===== src/include/mcs_defs.vh =====
// Purpose: Constants for the measurement command sequencer.
// Assumes: One clock, ref_clk at 25 MHz, synchronous active-low reset.
// Notes: Codes below are the command port encoding of the sequencer.
//
// Function
// - Self-test sums program ROM, queues 0 on pass, 1 on fail.
// - Queued result leaves only when the host has addressed us to talk.
// - A sequential command completes before the next one is taken.
// - Wait holds later commands until all overlapped work is done.
// - Only initiate, continuous-on initiate and bus trigger overlap.
// - Initiate stays pending until the trigger model is idle again.
// - Bus trigger stays pending until the trigger model settles.
// - Configure changes function only; the input channel is kept.
// - Configure loads defaults, continuous off, immediate, counts one.
// - Configure idles, disables math and stepping, aborts storage.
// - Fetch returns the latest reading, repeating it until a new one.
// - Read does abort, initiate, fetch in order, storing readings.
// - Abort idles, or restarts the trigger model if continuous is on.
// - Initiate leaves idle; with continuous on it errors instead.
// - Read with sample count above one and a full buffer errors -225.
// - Measure does abort, configure, then read, in order.
// - A bus trigger acts only when the control source is bus.
`ifndef MCS_DEFS_VH
`define MCS_DEFS_VH

// Command codes on cmd_code.
`define MCS_CMD_TST 4'h0
`define MCS_CMD_WAI 4'h1
`define MCS_CMD_INIT 4'h2
`define MCS_CMD_CONT_ON 4'h3
`define MCS_CMD_CONT_OFF 4'h4
`define MCS_CMD_TRG 4'h5
`define MCS_CMD_CONF 4'h6
`define MCS_CMD_FETCH 4'h7
`define MCS_CMD_READ 4'h8
`define MCS_CMD_MEAS 4'h9
`define MCS_CMD_ABORT 4'hA
`define MCS_CMD_SRC 4'hB

// Functions and trigger control sources on cmd_arg.
`define MCS_FUNC_VOLT 2'h0
`define MCS_FUNC_TEMP 2'h1
`define MCS_SRC_IMM 2'h0
`define MCS_SRC_BUS 2'h1

// Sequencer states.
`define MCS_ST_IDLE 3'h0
`define MCS_ST_TST 3'h1
`define MCS_ST_WAIT 3'h2
`define MCS_ST_RD_WAIT 3'h3
`define MCS_ST_OQ 3'h4
`define MCS_ST_RD_INIT 3'h5
`define MCS_ST_RD_CHK 3'h6

// Self-test: ROM size and the sum a good image gives.
`define MCS_ROM_LAST 9'h100
`define MCS_ROM_SUM_OK 8'h00
`define MCS_TST_PASS 24'h000000
`define MCS_TST_FAIL 24'h000001

// Error codes, two's complement.
`define MCS_ERR_MEMORY 16'hFF1F
`define MCS_ERR_INIT_IGN 16'hFF2B

// Reset values.
`define MCS_RST_FUNC 2'h0
`define MCS_RST_SRC 2'h0

`endif


===== src/mcs_sequencer.v =====
// Purpose: Executes remote-interface commands for the measurement core.
// Assumes: Command port and trigger model run on ref_clk; talk_addressed
//   comes from the link and is synchronised here.
// Notes: Queries leave through a one-entry output queue.
`timescale 1ns/10ps
`include "mcs_defs.vh"

module mcs_sequencer (
  // Clock and reset.
  input wire ref_clk,
  input wire rst_n,
  // Command port.
  input wire cmd_valid,
  input wire [3:0] cmd_code,
  input wire [1:0] cmd_arg,
  output reg cmd_ready_ff,
  // Link side.
  input wire talk_addressed,
  output reg tx_strobe_ff,
  output reg [23:0] tx_data_ff,
  output reg err_strobe_ff,
  output reg [15:0] err_code_ff,
  // Program ROM for the self-test.
  output reg [7:0] rom_addr_ff,
  input wire [7:0] rom_data,
  // Trigger model.
  input wire tm_idle,
  input wire tm_settled,
  output reg tm_start_ff,
  output reg tm_restart_ff,
  output reg tm_abort_ff,
  output reg tm_bus_trig_ff,
  // Readings and buffer.
  input wire rd_new,
  input wire [23:0] rd_value,
  input wire [15:0] sample_count,
  input wire buf_has_data,
  output reg buf_store_en_ff,
  output reg buf_abort_ff,
  // Configuration.
  output reg [1:0] func_ff,
  output reg [1:0] trig_src_ff,
  output reg cont_init_ff,
  output reg cfg_defaults_ff
);

  reg [2:0] state_ff;
  reg [2:0] nxt_state;
  reg [8:0] rom_cnt_ff;
  reg [8:0] nxt_rom_cnt;
  reg [7:0] sum_ff;
  reg [7:0] nxt_sum;
  reg pend_init_ff;
  reg nxt_pend_init;
  reg pend_trg_ff;
  reg nxt_pend_trg;
  reg oq_valid_ff;
  reg nxt_oq_valid;
  reg [23:0] oq_data_ff;
  reg [23:0] nxt_oq_data;
  reg [23:0] latest_ff;
  reg talk_q1_ff;
  reg talk_q2_ff;
  reg talk_q3_ff;
  reg talk_ff;
  reg nxt_tx_strobe;
  reg [23:0] nxt_tx_data;
  reg nxt_err_strobe;
  reg [15:0] nxt_err_code;
  reg nxt_tm_start;
  reg nxt_tm_restart;
  reg nxt_tm_abort;
  reg nxt_tm_bus_trig;
  reg nxt_buf_store_en;
  reg nxt_buf_abort;
  reg [1:0] nxt_func;
  reg [1:0] nxt_trig_src;
  reg nxt_cont_init;
  reg nxt_cfg_defaults;
  reg do_abort;
  wire take;
  wire [23:0] fresh;

  assign take = cmd_valid & cmd_ready_ff;
  // A reading arriving this cycle is newer than the stored one.
  assign fresh = rd_new ? rd_value : latest_ff;

  //////////////////////////////////////////////////////////////////////////
  // Talk-address synchroniser; a change counts when stages two and three
  // agree.
  always @(posedge ref_clk)
  begin
    if (!rst_n)
    begin
      talk_q1_ff <= 1'b0;
      talk_q2_ff <= 1'b0;
      talk_q3_ff <= 1'b0;
      talk_ff <= 1'b0;
    end
    else
    begin
      talk_q1_ff <= talk_addressed;
      talk_q2_ff <= talk_q1_ff;
      talk_q3_ff <= talk_q2_ff;
      if (talk_q2_ff == talk_q3_ff)
        talk_ff <= talk_q3_ff;
    end
  end

  // Latest post-processed reading, held until a newer one comes.
  always @(posedge ref_clk)
  begin
    if (!rst_n)
      latest_ff <= 24'h000000;
    else if (rd_new)
      latest_ff <= rd_value;
  end

  //////////////////////////////////////////////////////////////////////////
  // Command sequencing and next-state logic.
  always @*
  begin
    nxt_state = state_ff;
    nxt_rom_cnt = rom_cnt_ff;
    nxt_sum = sum_ff;
    nxt_pend_init = pend_init_ff;
    nxt_pend_trg = pend_trg_ff;
    nxt_oq_valid = oq_valid_ff;
    nxt_oq_data = oq_data_ff;
    nxt_tx_strobe = 1'b0;
    nxt_tx_data = tx_data_ff;
    nxt_err_strobe = 1'b0;
    nxt_err_code = err_code_ff;
    nxt_tm_start = 1'b0;
    nxt_tm_restart = 1'b0;
    nxt_tm_abort = 1'b0;
    nxt_tm_bus_trig = 1'b0;
    nxt_buf_store_en = buf_store_en_ff;
    nxt_buf_abort = 1'b0;
    nxt_func = func_ff;
    nxt_trig_src = trig_src_ff;
    nxt_cont_init = cont_init_ff;
    nxt_cfg_defaults = 1'b0;
    do_abort = 1'b0;
    // Overlapped work retires on the trigger model's own signals; the
    // cycle that issues a start ignores a stale idle.
    if (tm_idle && !tm_start_ff)
      nxt_pend_init = 1'b0;
    if (tm_settled)
      nxt_pend_trg = 1'b0;
    // Output queue drains only while addressed to talk.
    if (oq_valid_ff && talk_ff && !tx_strobe_ff)
    begin
      nxt_tx_strobe = 1'b1;
      nxt_tx_data = oq_data_ff;
      nxt_oq_valid = 1'b0;
    end
    case (state_ff)
      `MCS_ST_IDLE:
      begin
        if (take)
        begin
          case (cmd_code)
            `MCS_CMD_TST:
            begin
              nxt_rom_cnt = 9'h000;
              nxt_sum = 8'h00;
              nxt_state = `MCS_ST_TST;
            end
            `MCS_CMD_WAI:
              nxt_state = `MCS_ST_WAIT;
            `MCS_CMD_INIT:
            begin
              if (cont_init_ff)
              begin
                nxt_err_strobe = 1'b1;
                nxt_err_code = `MCS_ERR_INIT_IGN;
              end
              else
              begin
                nxt_tm_start = 1'b1;
                nxt_pend_init = 1'b1;
              end
            end
            `MCS_CMD_CONT_ON:
            begin
              nxt_cont_init = 1'b1;
              nxt_tm_start = 1'b1;
              nxt_pend_init = 1'b1;
            end
            `MCS_CMD_CONT_OFF:
              nxt_cont_init = 1'b0;
            `MCS_CMD_TRG:
            begin
              if (trig_src_ff == `MCS_SRC_BUS)
              begin
                nxt_tm_bus_trig = 1'b1;
                nxt_pend_trg = 1'b1;
              end
            end
            `MCS_CMD_CONF:
            begin
              nxt_func = cmd_arg;
              nxt_cont_init = 1'b0;
              nxt_trig_src = `MCS_SRC_IMM;
              nxt_cfg_defaults = 1'b1;
              nxt_tm_abort = 1'b1;
              nxt_buf_store_en = 1'b0;
              nxt_buf_abort = 1'b1;
            end
            `MCS_CMD_FETCH:
            begin
              nxt_oq_valid = 1'b1;
              nxt_oq_data = fresh;
              nxt_state = `MCS_ST_OQ;
            end
            `MCS_CMD_READ:
              nxt_state = `MCS_ST_RD_CHK;
            `MCS_CMD_MEAS:
            begin
              do_abort = 1'b1;
              nxt_func = cmd_arg;
              nxt_cont_init = 1'b0;
              nxt_trig_src = `MCS_SRC_IMM;
              nxt_cfg_defaults = 1'b1;
              nxt_buf_store_en = 1'b0;
              nxt_buf_abort = 1'b1;
              nxt_state = `MCS_ST_RD_CHK;
            end
            `MCS_CMD_ABORT:
              do_abort = 1'b1;
            `MCS_CMD_SRC:
              nxt_trig_src = cmd_arg;
            default:
              nxt_state = `MCS_ST_IDLE;
          endcase
        end
      end
      `MCS_ST_TST:
      begin
        // ROM data lags the address by one cycle.
        nxt_rom_cnt = rom_cnt_ff + 9'h001;
        if (rom_cnt_ff != 9'h000)
          nxt_sum = sum_ff + rom_data;
        if (rom_cnt_ff == `MCS_ROM_LAST)
        begin
          nxt_oq_valid = 1'b1;
          nxt_oq_data = (nxt_sum == `MCS_ROM_SUM_OK) ?
            `MCS_TST_PASS : `MCS_TST_FAIL;
          nxt_state = `MCS_ST_OQ;
        end
      end
      `MCS_ST_WAIT:
      begin
        if (!pend_init_ff && !pend_trg_ff)
          nxt_state = `MCS_ST_IDLE;
      end
      `MCS_ST_RD_CHK:
      begin
        if (sample_count > 16'h0001 && buf_has_data)
        begin
          nxt_err_strobe = 1'b1;
          nxt_err_code = `MCS_ERR_MEMORY;
          nxt_state = `MCS_ST_IDLE;
        end
        else
        begin
          do_abort = 1'b1;
          nxt_state = `MCS_ST_RD_INIT;
        end
      end
      `MCS_ST_RD_INIT:
      begin
        if (cont_init_ff)
        begin
          nxt_err_strobe = 1'b1;
          nxt_err_code = `MCS_ERR_INIT_IGN;
          nxt_oq_valid = 1'b1;
          nxt_oq_data = fresh;
          nxt_state = `MCS_ST_OQ;
        end
        else
        begin
          nxt_tm_start = 1'b1;
          nxt_buf_store_en = 1'b1;
          nxt_state = `MCS_ST_RD_WAIT;
        end
      end
      `MCS_ST_RD_WAIT:
      begin
        if (tm_idle && !tm_start_ff)
        begin
          nxt_buf_store_en = 1'b0;
          nxt_oq_valid = 1'b1;
          nxt_oq_data = fresh;
          nxt_state = `MCS_ST_OQ;
        end
      end
      `MCS_ST_OQ:
      begin
        if (!oq_valid_ff)
          nxt_state = `MCS_ST_IDLE;
      end
      default:
        nxt_state = `MCS_ST_IDLE;
    endcase
    // Abort idles the model, or restarts it under continuous initiation.
    if (do_abort)
    begin
      if (cont_init_ff && nxt_cont_init)
        nxt_tm_restart = 1'b1;
      else
        nxt_tm_abort = 1'b1;
    end
    // New overlapped work wins over a retire in the same cycle.
    if (take && state_ff == `MCS_ST_IDLE && cmd_code == `MCS_CMD_TRG &&
        trig_src_ff == `MCS_SRC_BUS)
      nxt_pend_trg = 1'b1;
  end

  //////////////////////////////////////////////////////////////////////////
  // State registers.
  always @(posedge ref_clk)
  begin
    if (!rst_n)
    begin
      state_ff <= `MCS_ST_IDLE;
      cmd_ready_ff <= 1'b0;
      rom_cnt_ff <= 9'h000;
      rom_addr_ff <= 8'h00;
      sum_ff <= 8'h00;
      pend_init_ff <= 1'b0;
      pend_trg_ff <= 1'b0;
      oq_valid_ff <= 1'b0;
      oq_data_ff <= 24'h000000;
      tx_strobe_ff <= 1'b0;
      tx_data_ff <= 24'h000000;
      err_strobe_ff <= 1'b0;
      err_code_ff <= 16'h0000;
      tm_start_ff <= 1'b0;
      tm_restart_ff <= 1'b0;
      tm_abort_ff <= 1'b0;
      tm_bus_trig_ff <= 1'b0;
      buf_store_en_ff <= 1'b0;
      buf_abort_ff <= 1'b0;
      func_ff <= `MCS_RST_FUNC;
      trig_src_ff <= `MCS_RST_SRC;
      cont_init_ff <= 1'b0;
      cfg_defaults_ff <= 1'b0;
    end
    else
    begin
      state_ff <= nxt_state;
      cmd_ready_ff <= (nxt_state == `MCS_ST_IDLE);
      rom_cnt_ff <= nxt_rom_cnt;
      rom_addr_ff <= nxt_rom_cnt[7:0];
      sum_ff <= nxt_sum;
      pend_init_ff <= nxt_pend_init;
      pend_trg_ff <= nxt_pend_trg;
      oq_valid_ff <= nxt_oq_valid;
      oq_data_ff <= nxt_oq_data;
      tx_strobe_ff <= nxt_tx_strobe;
      tx_data_ff <= nxt_tx_data;
      err_strobe_ff <= nxt_err_strobe;
      err_code_ff <= nxt_err_code;
      tm_start_ff <= nxt_tm_start;
      tm_restart_ff <= nxt_tm_restart;
      tm_abort_ff <= nxt_tm_abort;
      tm_bus_trig_ff <= nxt_tm_bus_trig;
      buf_store_en_ff <= nxt_buf_store_en;
      buf_abort_ff <= nxt_buf_abort;
      func_ff <= nxt_func;
      trig_src_ff <= nxt_trig_src;
      cont_init_ff <= nxt_cont_init;
      cfg_defaults_ff <= nxt_cfg_defaults;
    end
  end

endmodule // mcs_sequencer


===== config.mk =====
export PLATFORM = sky130hd
export DESIGN_NAME = mcs_sequencer
export DESIGN_NICKNAME = d
export VERILOG_FILES = /design/src/mcs_sequencer.v
export VERILOG_INCLUDE_DIRS = /design/src /design/src/include
export SDC_FILE = /design/constraint.sdc
export NUM_CORES = 1
export LEC_CHECK = 0
export ABC_AREA = 1
export BUFFER_PORTS_ARGS = -buffer_cell sky130_fd_sc_hd__buf_4
export CORE_ASPECT_RATIO = 0.75
export CORE_MARGIN = 2
export CORE_UTILIZATION = 23
export CTS_CLUSTER_DIAMETER = 30
export CTS_CLUSTER_SIZE = 8
export DETAILED_ROUTE_END_ITERATION = 10
export PLACE_DENSITY = 0.44
export SLEW_MARGIN = 15
export SYNTH_ARGS = -nofsm -noshare
export SYNTH_HDL_FRONTEND = slang
export SYNTH_SLANG_ARGS = --single-unit
export TNS_END_PERCENT = 50

===== constraint.sdc =====
create_clock -name ref_clk -period 2.21 [get_ports ref_clk]
set_clock_uncertainty 0.1 [all_clocks]
set_input_delay 0.1105 -clock ref_clk [delete_from_list [all_inputs] [get_ports ref_clk]]
set_output_delay 0.1105 -clock ref_clk [all_outputs]
set_load 0.01 [all_outputs]

==> After elaboration in Yosys (flattened, before gate mapping) <==
Index checks and enable logic that the tools add are counted.
{ "totals": {"reg_bits": 129, "in_bits": 62, "out_inout_bits": 63, "elab_cells": 177} }
{ "op_classes": {"add_sub_neg": 2, "magnitude_cmp": 1, "n_eq_ne": 30, "muxes": 79, "bitwise_logic": 1, "n_reduce_logical": 37} }
{ "op_table": {"columns": ["cell", "count"], "rows": [
  ["2-to-1 mux 24 bit", 6],
  ["case mux 24 bit (4 select lines)", 1],
  ["2-to-1 mux 16 bit", 4],
  ["case mux 16 bit (3 select lines)", 1],
  ["2-to-1 mux 1 bit", 41],
  ["2-to-1 mux 8 bit", 4],
  ["2-to-1 mux 3 bit", 7],
  ["case mux 3 bit (7 select lines)", 1],
  ["2-to-1 mux 9 bit", 2],
  ["case mux 9 bit (2 select lines)", 1],
  ["equality test 4 x 3 -> 1 bit (second input constant)", 4],
  ["equality test 4 bit (second input constant)", 4],
  ["greater-than comparator 16 x 1 -> 1 bit (second input constant)", 1],
  ["case mux 8 bit (2 select lines)", 1],
  ["case mux 3 bit (5 select lines)", 1],
  ["!= test 2 bit (second input constant)", 7],
  ["AND reduction 3 bit", 4],
  ["case mux 1 bit (2 select lines)", 5],
  ["adder 9 x 1 -> 9 bit (second input constant)", 1],
  ["equality test 3 bit (second input constant)", 3],
  ["equality test 9 bit (second input constant)", 1],
  ["logical AND 1 bit", 9],
  ["nonzero test 9 bit", 1],
  ["adder 8 bit", 1],
  ["25 further kinds", 39]
]} }

==> Logic depth before layout (Yosys ltp) <==
Gate-level depths: netlist (run 1).
{ "depth": {"depth_word": 8, "ltp_mapped": 14, "mapped_depth_nobuf": 14} }

==> Least setup slack after synthesis (run 1) <==
OpenSTA, ideal clock, no wires.
{ "synth_timing": {"kind": "register to register", "startpoint": "reg sum_ff[0]", "endpoint": "reg oq_data_ff[0]", "setup_time_ps": 112, "arrival_ps": 1573, "t_required_ps": 1998, "path_slack_ps": 424, "path_stages_with_launch": 12, "n_path_buf": 0, "synth_period_minus_slack_ps": 1786, "path_cell_list": "dfxtp_1 ha_1 fa_1 xor2_1 nand2_1 nand2_1 nor2_1 nand3_1 nor2_1 nand3_1 nand2_1 nand2_1"} }
{ "synth_via": {"elab_chain_cells": 7} }
{ "synth_lines": {"columns": ["element", "line_no", "rtl"], "rows": [
  ["start: declaration", "mcs_sequencer.v:51", "reg [7:0] sum_ff;"],
  ["start signal: assignment", "mcs_sequencer.v:357", "sum_ff <= nxt_sum;"],
  ["adder 8 bit", "mcs_sequencer.v:244", "nxt_sum = sum_ff + rom_data;"],
  ["2-to-1 mux 8 bit (*)", "mcs_sequencer.v:243", "if (rom_cnt_ff != 9'h000)"],
  ["2-to-1 mux 8 bit (*)", "mcs_sequencer.v:158", "case (state_ff)"],
  ["zero test 8 bit (no source line) (*)", null, null],
  ["2-to-1 mux 1 bit (no source line) (*)", null, null],
  ["2-to-1 mux 24 bit (*)", "mcs_sequencer.v:245", "if (rom_cnt_ff == `MCS_ROM_LAST)"],
  ["case mux 24 bit (4 select lines) (*)", "mcs_sequencer.v:158", null],
  ["end signal: assignment", "mcs_sequencer.v:361", "oq_data_ff <= nxt_oq_data;"],
  ["end: declaration", "mcs_sequencer.v:59", "reg [23:0] oq_data_ff;"]
]} }
Mark *: on every way between the ends. The rest lies on a longest branch, timed or not. The select of a mux whose other input is x is not followed.
A chain may end at the register's enable or synchronous reset.

==> Worst setup path in the final report (run 1) <==
Ends and elaborated chain as after synthesis.

==> run_summary.xml, run 1 <==
<?xml version="1.0" encoding="UTF-8"?>
<metrics>
  <group name="run_status">
    <metric name="run_status" unit="">complete, no violations</metric>
  </group>
  <group name="placement">
    <metric name="placement.setup.worst_slack" unit="ns">0.118</metric>
    <metric name="hpwlAfterDp" unit="um">10200</metric>
    <metric name="gpl.final_weighted_congestion" unit="">0.799</metric>
    <metric name="place.port_buffers" unit="">121</metric>
  </group>
  <group name="setup_path">
    <metric name="timing.setup.critical_path_class" unit="">reg2reg</metric>
    <metric name="worst_ep_required_time" unit="ns">2.41</metric>
    <metric name="critical_path.cell_chain" unit="">ha_1, fa_1, xor2_1, nand2_1, nand2_1, nor2_1, nand3_1, nor2_1, nand3_1, nand2_1, nand2_1</metric>
    <metric name="worstSetupStartpointType" unit="">flop</metric>
    <metric name="worst_setup_path_end_kind" unit="">flop</metric>
    <metric name="critical_path.max_fanout" unit="">3</metric>
    <metric name="slowest_delay" unit="ns">0.43</metric>
    <metric name="cp_slowest_cell" unit="">sky130_fd_sc_hd__fa_1</metric>
    <metric name="wp_data_arrival" unit="ns">2.23</metric>
    <metric name="path_common_cell" unit="">sky130_fd_sc_hd__nand2_1</metric>
  </group>
  <group name="min_path">
    <metric name="worst_hold_path_type" unit="">in2reg</metric>
  </group>
  <group name="yosys">
    <metric name="yosys_warnings" unit="">0</metric>
    <metric name="share_of_the_synthesized_area_in_the_top_cell_type" unit="">0.433</metric>
    <metric name="synth_sequential_area_ratio" unit="">0.433</metric>
    <metric name="synthesis.area" unit="um2">5360</metric>
    <metric name="synth_flop_cell" unit="">sky130_fd_sc_hd__dfxtp_1</metric>
    <metric name="avgSynthCellArea" unit="um2">7.58</metric>
    <metric name="number_of_synthesized_flops_with_an_enable_pin" unit="">0</metric>
    <metric name="leading_area_contributor_after_synthesis" unit="">sky130_fd_sc_hd__dfxtp_1</metric>
    <metric name="yosys.cell_types.count" unit="">43</metric>
    <metric name="synth.ff_latch_count" unit="">116</metric>
    <metric name="syn_inst" unit="">707</metric>
    <metric name="share_of_synthesized_flip_flops_with_an_asynchronous_set_or_reset" unit="">0</metric>
    <metric name="yosys-top-cells-area" unit="">sky130_fd_sc_hd__dfxtp_1 43%, sky130_fd_sc_hd__a21oi_1 7.3%, sky130_fd_sc_hd__inv_1 6.4%</metric>
  </group>
  <group name="detailed_routing">
    <metric name="detail_route.drc_violations" unit="">0</metric>
    <metric name="vias" unit="">4834</metric>
    <metric name="wire_length_on_met2" unit="um">5700</metric>
    <metric name="detailedRoute.firstIterationViolations" unit="">327</metric>
    <metric name="drtPass1Iterations" unit="">4</metric>
    <metric name="wl_met1" unit="um">8050</metric>
    <metric name="vias_per_cell" unit="">4.19</metric>
    <metric name="top_layer_used" unit="">met4</metric>
    <metric name="drt-total-wl" unit="um">14500</metric>
    <metric name="postRouteAntennaNets" unit="">0</metric>
    <metric name="route.detailed.wl_per_inst" unit="um">12.5</metric>
    <metric name="met3_wirelength" unit="um">637</metric>
  </group>
  <group name="global_route">
    <metric name="grt_first_pass_wirelength" unit="um">23900</metric>
    <metric name="first_global_vias" unit="">4558</metric>
    <metric name="grt_start_max_net_pins" unit="">49</metric>
    <metric name="global_route_total_overflow" unit="">0</metric>
    <metric name="groute.usage.overall" unit="">0.121</metric>
    <metric name="grt_antenna_before_repair" unit="">0</metric>
  </group>
  <group name="clock_network">
    <metric name="clk_path_buf_depth" unit="">2</metric>
    <metric name="clk_pin_slew_worst_paths" unit="ns">0.05</metric>
    <metric name="cts_num_sinks" unit="">116</metric>
    <metric name="cts.root.buffer_cell" unit="">sky130_fd_sc_hd__clkbuf_16</metric>
    <metric name="clk_latency" unit="ns">0.41</metric>
    <metric name="tritoncts" unit="">done</metric>
    <metric name="htreeDepth" unit="">4</metric>
    <metric name="tritoncts.num_buffers" unit="">17</metric>
  </group>
  <group name="timing">
    <metric name="report.final.setup_viol" unit="">0</metric>
    <metric name="maxSlewViolCount" unit="">0</metric>
    <metric name="worstMarginPinSlew" unit="ns">0.511</metric>
    <metric name="fin_crit_sh" unit="">0.918</metric>
    <metric name="rsz0062_at_grt" unit="">no</metric>
    <metric name="timing.final.hold_violations" unit="">0</metric>
    <metric name="slew-limit-headroom" unit="">0.658</metric>
    <metric name="finalSetupTns" unit="ns">0</metric>
    <metric name="maxClockFrequency" unit="MHz">493</metric>
    <metric name="setup_slack" unit="ns">0.181</metric>
    <metric name="min_period" unit="ns">2.03</metric>
  </group>
  <group name="layout">
    <metric name="final_layout_net_count" unit="">914</metric>
    <metric name="drive_gt1_frac" unit="">0.248</metric>
    <metric name="finalCoreUtilization" unit="">0.320</metric>
    <metric name="flow.area_growth_from_synthesis" unit="%">37.1</metric>
    <metric name="number_of_antenna_diodes" unit="">0</metric>
  </group>
  <group name="job">
    <metric name="max_cap_violations" unit="">0</metric>
  </group>
  <group name="floorplanning">
    <metric name="floorplan.initialDensity" unit="">0.234</metric>
    <metric name="overall_die_area" unit="um2">24500</metric>
    <metric name="dieWidth" unit="um">180</metric>
    <metric name="core_area" unit="um2">22900</metric>
    <metric name="dieHeight" unit="um">136</metric>
    <metric name="ioPinCount" unit="">125</metric>
    <metric name="num_rows" unit="">48</metric>
  </group>
  <group name="power">
    <metric name="vdd_drop_max" unit="V">0.000355</metric>
    <metric name="total_power" unit="W">0.00508</metric>
    <metric name="powerDensity" unit="nW/um2">691</metric>
    <metric name="static-leakage-power" unit="nW">3.33</metric>
  </group>
</metrics>
[synth_stat cells (2+ instances only)]
cell type and count:
sky130_fd_sc_hd__buf_6 3, sky130_fd_sc_hd__nor3_1 10, sky130_fd_sc_hd__nand2_1 92, sky130_fd_sc_hd__clkbuf_1 14, sky130_fd_sc_hd__nand3_1 31, sky130_fd_sc_hd__nor3_2 3, sky130_fd_sc_hd__buf_4 23, sky130_fd_sc_hd__a21oi_2 20
sky130_fd_sc_hd__o21ai_1 2, sky130_fd_sc_hd__inv_2 9, sky130_fd_sc_hd__buf_2 9, sky130_fd_sc_hd__nand3b_1 2, sky130_fd_sc_hd__dfxtp_1 116, sky130_fd_sc_hd__nor4_1 2, sky130_fd_sc_hd__o21ai_0 63, sky130_fd_sc_hd__nand2_2 5
sky130_fd_sc_hd__xnor2_1 2, sky130_fd_sc_hd__a21oi_1 78, sky130_fd_sc_hd__o22ai_1 2, sky130_fd_sc_hd__nor2_1 62, sky130_fd_sc_hd__nand4_1 6, sky130_fd_sc_hd__nor2_4 3, sky130_fd_sc_hd__ha_1 9, sky130_fd_sc_hd__or2_1 2
sky130_fd_sc_hd__buf_1 3, sky130_fd_sc_hd__a22oi_1 25, sky130_fd_sc_hd__inv_1 92, sky130_fd_sc_hd__nor2_2 4
[cells in the final DEF, fill, tap and decap left out, types with 10 or more instances in the layout]
cell type	n
sky130_fd_sc_hd__nand2_1	92
sky130_fd_sc_hd__nand3_1	30
sky130_fd_sc_hd__a22oi_1	25
sky130_fd_sc_hd__inv_1	92
sky130_fd_sc_hd__a21oi_1	76
sky130_fd_sc_hd__dlygate4sd3_1	35
sky130_fd_sc_hd__o21ai_0	63
sky130_fd_sc_hd__clkbuf_16	17
sky130_fd_sc_hd__nor3_1	10
sky130_fd_sc_hd__a21oi_2	22
sky130_fd_sc_hd__buf_4	130
sky130_fd_sc_hd__nor2_1	60
sky130_fd_sc_hd__dfxtp_1	116
[through the flow]
step                      hold slack, ns  area [um2]  instances
final                             0.0675        7340       1154
after global routing              0.0754        7340       1154
after CTS                         0.0409        7330       1154
after detailed placement           0.213        6440       1088
after global placement             0.214        6440       1088
after floorplan                    0.108        5360        708
[registers in the layout, summed over array words and instances (netlist names), 2 cells and up]
register / count
err_code_ff: 3
func_ff: 2
latest_ff: 24
oq_data_ff: 24
rom_cnt_ff: 9
state_ff: 3
sum_ff: 8
trig_src_ff: 2
tx_data_ff: 24
[layout make-up]
| cell class | instances | area, um2 |
|---|---|---|
| Multi-Input combinational cell | 438 | 2360 |
| Timing Repair Buffer | 167 | 1370 |
| Fill cell | 2486 | 15600 |
| Clock buffer | 21 | 450 |
| Sequential cell | 116 | 2320 |
| Tap cell | 300 | 375 |
| Clock inverter | 10 | 83.8 |
| Inverter | 102 | 383 |
[power by group]
part | switching, W | internal, W
sequential | 0.0000138 | 0.00215
clock | 0.000957 | 0.00156
combinational | 0.000206 | 0.000198
total | 0.00118 | 0.00390
[path summary, 6_finish.rpt]
kind | start | depth (start not counted) | end | slack [ns]
worst min register to register | talk_q1_ff | 2 | talk_q2_ff | 0.31
worst max register to register | sum_ff[0] | 11 | oq_data_ff[0] | 0.18
worst max-delay path | sum_ff[0] | 11 | oq_data_ff[0] | 0.18
worst min-delay path | buf_has_data | 5 | err_code_ff[4] | 0.07
[cell families (layout without fill, tap and decap cells)]
logic type                 after synthesis  after routing  synth area share
AOI/OAI and AO/OA                      197            197             0.215
xor gates and xnor gates                 3              3           0.00491
adders and majority gates               10             10            0.0248
buffers and inverters                  154            300             0.130
DFF                                    116            116             0.433
muxes                                    1              1           0.00187
other                                    1              2          0.000700
and+or+nand+nor                        225            225             0.189
[critical path: cells and delay by family, from the launching register on]
| family | cells | cell delay, ns |
|---|---|---|
| flip-flops | 1 | 0.33 |
| adder cells (fa/ha/maj) | 2 | 0.64 |
| XOR/XNOR | 1 | 0.18 |
| AND/OR/NAND/NOR | 8 | 0.66 |
[repair_timing]
action / CTS / global route
hold buffers: 35 / 0
endpoints found under the setup margin: 0 / 9
setup buffers: 0 / 0
gates resized for setup: 0 / 4
hold endpoints to repair: 42 / 0
[metal layers]
layer	vias to the layer above	GRT usage
met4	0	0.0332
li1	2581	-
met5	-	0
met2	84	0.163
met3	6	0.0405
met1	2163	0.178
(Power assumes the default switching activity.)
==> run 2: changes to the inputs <==
--- a/config.mk
+++ b/config.mk
@@ -6,7 +6,6 @@
 export SDC_FILE = /design/constraint.sdc
 export NUM_CORES = 1
 export LEC_CHECK = 0
-export ABC_AREA = 1
 export BUFFER_PORTS_ARGS = -buffer_cell sky130_fd_sc_hd__buf_4
 export CORE_ASPECT_RATIO = 0.75
 export CORE_MARGIN = 2
@@ -14,6 +13,7 @@
 export CTS_CLUSTER_DIAMETER = 30
 export CTS_CLUSTER_SIZE = 8
 export DETAILED_ROUTE_END_ITERATION = 10
+export GPL_TIMING_DRIVEN = 0
 export PLACE_DENSITY = 0.44
 export SLEW_MARGIN = 15
 export SYNTH_ARGS = -nofsm -noshare
==> run_summary.xml, run 2 <==
<?xml version="1.0" encoding="UTF-8"?>
<metrics>
  <group name="run_status">
    <metric name="run_status" unit="">finished, violations left</metric>
    <metric name="violated_checks" unit="">negative hold slack, negative setup slack</metric>
  </group>
  <group name="global_route">
    <metric name="grt_antenna_before_repair" unit="">0</metric>
    <metric name="groute.usage.overall" unit="">0.135</metric>
    <metric name="global_route_total_overflow" unit="">0</metric>
    <metric name="first_global_vias" unit="">4432</metric>
    <metric name="grt_first_pass_wirelength" unit="um">24400</metric>
    <metric name="grt_start_max_net_pins" unit="">17</metric>
  </group>
  <group name="power">
    <metric name="static-leakage-power" unit="nW">3.15</metric>
    <metric name="vdd_drop_max" unit="V">0.000434</metric>
    <metric name="powerDensity" unit="nW/um2">701</metric>
  </group>
  <group name="timing">
    <metric name="rsz0062_at_grt" unit="">yes</metric>
    <metric name="fin_worst_hold_slack" unit="ns">-0.00274</metric>
    <metric name="worstMarginPinSlew" unit="ns">0.727</metric>
    <metric name="setup_slack" unit="ns">-0.0232</metric>
    <metric name="min_period" unit="ns">2.23</metric>
    <metric name="slew-limit-headroom" unit="">0.515</metric>
    <metric name="fin_crit_sh" unit="">1.01</metric>
    <metric name="report.final.setup_viol" unit="">1</metric>
    <metric name="timing.final.hold_violations" unit="">1</metric>
    <metric name="maxSlewViolCount" unit="">0</metric>
    <metric name="maxClockFrequency" unit="MHz">448</metric>
  </group>
  <group name="layout">
    <metric name="multi_input_comb_area" unit="um2">2630</metric>
    <metric name="reg_top3" unit="">latest_ff (24), oq_data_ff (24), tx_data_ff (24)</metric>
    <metric name="layout.area.seq" unit="um2">2330</metric>
    <metric name="number_of_antenna_diodes" unit="">0</metric>
    <metric name="flow.area_growth_from_synthesis" unit="%">47.7</metric>
    <metric name="final.fill_count" unit="">2348</metric>
    <metric name="layout.cells.most_common" unit="">sky130_fd_sc_hd__buf_4</metric>
    <metric name="drive_gt1_frac" unit="">0.290</metric>
    <metric name="final_instance_count_without_filler_cells" unit="">1087</metric>
    <metric name="layout_common_cells" unit="">151 x sky130_fd_sc_hd__buf_4, 113 x sky130_fd_sc_hd__dfxtp_1, 91 x sky130_fd_sc_hd__nor2_1</metric>
    <metric name="final_layout_net_count" unit="">852</metric>
    <metric name="postLayoutCellArea" unit="um2">7520</metric>
  </group>
  <group name="floorplanning">
    <metric name="floorplan.initialDensity" unit="">0.233</metric>
    <metric name="ioPinCount" unit="">125</metric>
    <metric name="dieWidth" unit="um">176</metric>
    <metric name="dieHeight" unit="um">133</metric>
    <metric name="overall_die_area" unit="um2">23400</metric>
    <metric name="core_area" unit="um2">21900</metric>
    <metric name="num_rows" unit="">47</metric>
  </group>
  <group name="clock_network">
    <metric name="tritoncts" unit="">done</metric>
    <metric name="htreeDepth" unit="">4</metric>
    <metric name="clk_latency" unit="ns">0.42</metric>
    <metric name="cts.root.buffer_cell" unit="">sky130_fd_sc_hd__clkbuf_16</metric>
    <metric name="clk_path_buf_depth" unit="">2</metric>
    <metric name="tritoncts.num_buffers" unit="">17</metric>
    <metric name="cts_num_sinks" unit="">116</metric>
    <metric name="clk_pin_slew_worst_paths" unit="ns">0.05</metric>
  </group>
  <group name="setup_path">
    <metric name="critical_path.max_fanout" unit="">3</metric>
    <metric name="worst-path-buf-inv" unit="">1</metric>
    <metric name="worstSetupStartpointType" unit="">flop</metric>
    <metric name="wp_data_arrival" unit="ns">2.43</metric>
    <metric name="timing.setup.critical_path_class" unit="">reg2reg</metric>
    <metric name="critical_path.top_delay_family" unit="">compound AO/OA/AOI/OAI gates</metric>
    <metric name="worst_setup_path_end_kind" unit="">flop</metric>
    <metric name="slowest_delay" unit="ns">0.35</metric>
    <metric name="cp_slowest_cell" unit="">sky130_fd_sc_hd__dfxtp_4</metric>
    <metric name="setup.reg_to_reg.worst_slack" unit="ns">-0.02</metric>
    <metric name="worst_ep_required_time" unit="ns">2.41</metric>
    <metric name="critical_path.cell_chain" unit="">ha_4, fa_2, buf_4, xor2_1, nor4_1, a21oi_1, a311oi_1, a31oi_1</metric>
  </group>
  <group name="yosys">
    <metric name="yosys-top-cells-area" unit="">sky130_fd_sc_hd__dfxtp_1 46%, sky130_fd_sc_hd__a21oi_1 7.0%, sky130_fd_sc_hd__nor2_1 6.8%</metric>
    <metric name="yosys.cell_types.count" unit="">63</metric>
    <metric name="synth.ff_latch_count" unit="">116</metric>
    <metric name="synthMostInstantiatedCell" unit="">sky130_fd_sc_hd__dfxtp_1</metric>
    <metric name="syn_inst" unit="">603</metric>
    <metric name="share_of_the_synthesized_area_in_the_top_cell_type" unit="">0.456</metric>
    <metric name="share_of_synthesized_flip_flops_with_an_asynchronous_set_or_reset" unit="">0</metric>
    <metric name="number_of_synthesized_flops_with_an_enable_pin" unit="">0</metric>
    <metric name="synth_flop_cell" unit="">sky130_fd_sc_hd__dfxtp_1</metric>
    <metric name="avgSynthCellArea" unit="um2">8.45</metric>
    <metric name="synth_commonest_cells" unit="">116 x sky130_fd_sc_hd__dfxtp_1, 92 x sky130_fd_sc_hd__nor2_1, 89 x sky130_fd_sc_hd__nand2_1</metric>
    <metric name="synth_sequential_area_ratio" unit="">0.456</metric>
    <metric name="yosys_warnings" unit="">0</metric>
    <metric name="synthesis.area" unit="um2">5090</metric>
    <metric name="leading_area_contributor_after_synthesis" unit="">sky130_fd_sc_hd__dfxtp_1</metric>
  </group>
  <group name="placement">
    <metric name="hpwlAfterDp" unit="um">11100</metric>
    <metric name="place.port_buffers" unit="">119</metric>
    <metric name="placement.setup.worst_slack" unit="ns">-0.415</metric>
    <metric name="gpl.final_weighted_congestion" unit="">0.762</metric>
    <metric name="numPlacedInstances" unit="">1017</metric>
    <metric name="placed_cell_area" unit="um2">6360</metric>
  </group>
  <group name="detailed_routing">
    <metric name="vias_per_cell" unit="">4.32</metric>
    <metric name="detail_route.drc_violations" unit="">0</metric>
    <metric name="route.detailed.wl_per_inst" unit="um">14.4</metric>
    <metric name="vias" unit="">4691</metric>
    <metric name="drt-total-wl" unit="um">15600</metric>
    <metric name="detailedRoute.firstIterationViolations" unit="">227</metric>
    <metric name="drtPass1Iterations" unit="">4</metric>
    <metric name="postRouteAntennaNets" unit="">0</metric>
  </group>
  <group name="job">
    <metric name="max_cap_violations" unit="">0</metric>
  </group>
  <group name="min_path">
    <metric name="worst_hold_path_type" unit="">in2reg</metric>
  </group>
</metrics>
run 2: cell types whose count changed in the layout (fill, tap and decap cells not counted), sizes merged, moves of 7 or more:
cell    change
inv        -94
o21ai      -52
buf        +29
a21oi      -27
mux2i      +27
nand3      -25
nor2       +25
a22oi      -22
clkbuf     +22
xor2       +10
nand2       -8
nand2b      +8
nor2b       +7
run 2: per-stage QoR:
step           setup TNS, ns  hold slack [ns]  power [W]   util
2_1_floorplan              0            0.112    0.00240      -
3_3_place_gp          -11.99            0.204    0.00256  0.291
3_5_place_dp          -12.32            0.199    0.00256  0.291
4_1_cts               -0.108           0.0254    0.00533  0.334
5_1_grt               -0.357           0.0138    0.00549  0.344
6_report             -0.0232         -0.00274    0.00527  0.344
run 2: tightest hold or removal path: stages:
cell                      delay (ns)
sky130_fd_sc_hd__buf_4          0.09
sky130_fd_sc_hd__ha_4           0.13
sky130_fd_sc_hd__a22oi_1        0.06
sky130_fd_sc_hd__nor2_1         0.08
run 2: layout make-up:
class,count,area share
well taps,294,0.0489
clock buffers,22,0.0617
plain buffers,53,0.0424
clock inverters,10,0.0141
flip-flops and latches,116,0.310
inverters,8,0.00399
multi-input cells,425,0.349
repair buffers,159,0.170
run 2: power by group:
part	total (W)	internal [W]	switching (W)
clock network	0.00269	0.00171	0.000987
logic	0.000419	0.000208	0.000211
registers	0.00216	0.00214	0.0000193
total	0.00527	0.00406	0.00122
run 2: worst paths after layout:
| kind | from | cells past startpoint | endpoint |
|---|---|---|---|
| min reg2reg | oq_data_ff[2] | 2 | tx_data_ff[2] |
| min | rom_data[0] | 4 | sum_ff[0] |
| max reg2reg | sum_ff[0] | 8 | oq_data_ff[0] |
| max | sum_ff[0] | 8 | oq_data_ff[0] |
run 2: per-layer routing:
layer | GRT usage | vias to the layer above | wire [um]
li1 | - | 2401 | -
met3 | 0.0342 | 12 | 910
met4 | 0.0487 | 0 | 189
met5 | 0 | - | 0
met2 | 0.178 | 138 | 6270
met1 | 0.208 | 2140 | 8250
run 2: kinds of logic after synthesis:
family,count (synthesis),share of synthesized area
other cells,1,0.000736
flops,116,0.456
buf+inv,63,0.0661
fa+ha+maj,10,0.0260
simple gates,254,0.233
mux,28,0.0550
compound gates,119,0.143
xor+xnor,12,0.0206
run 2: what timing repair did:
item,in CTS,in global routing
pin swaps,5,7
endpoints found under the setup margin,49,44
resized for setup,21,29
hold endpoints to repair,36,0
buffers inserted,0,10
hold buffers,30,0
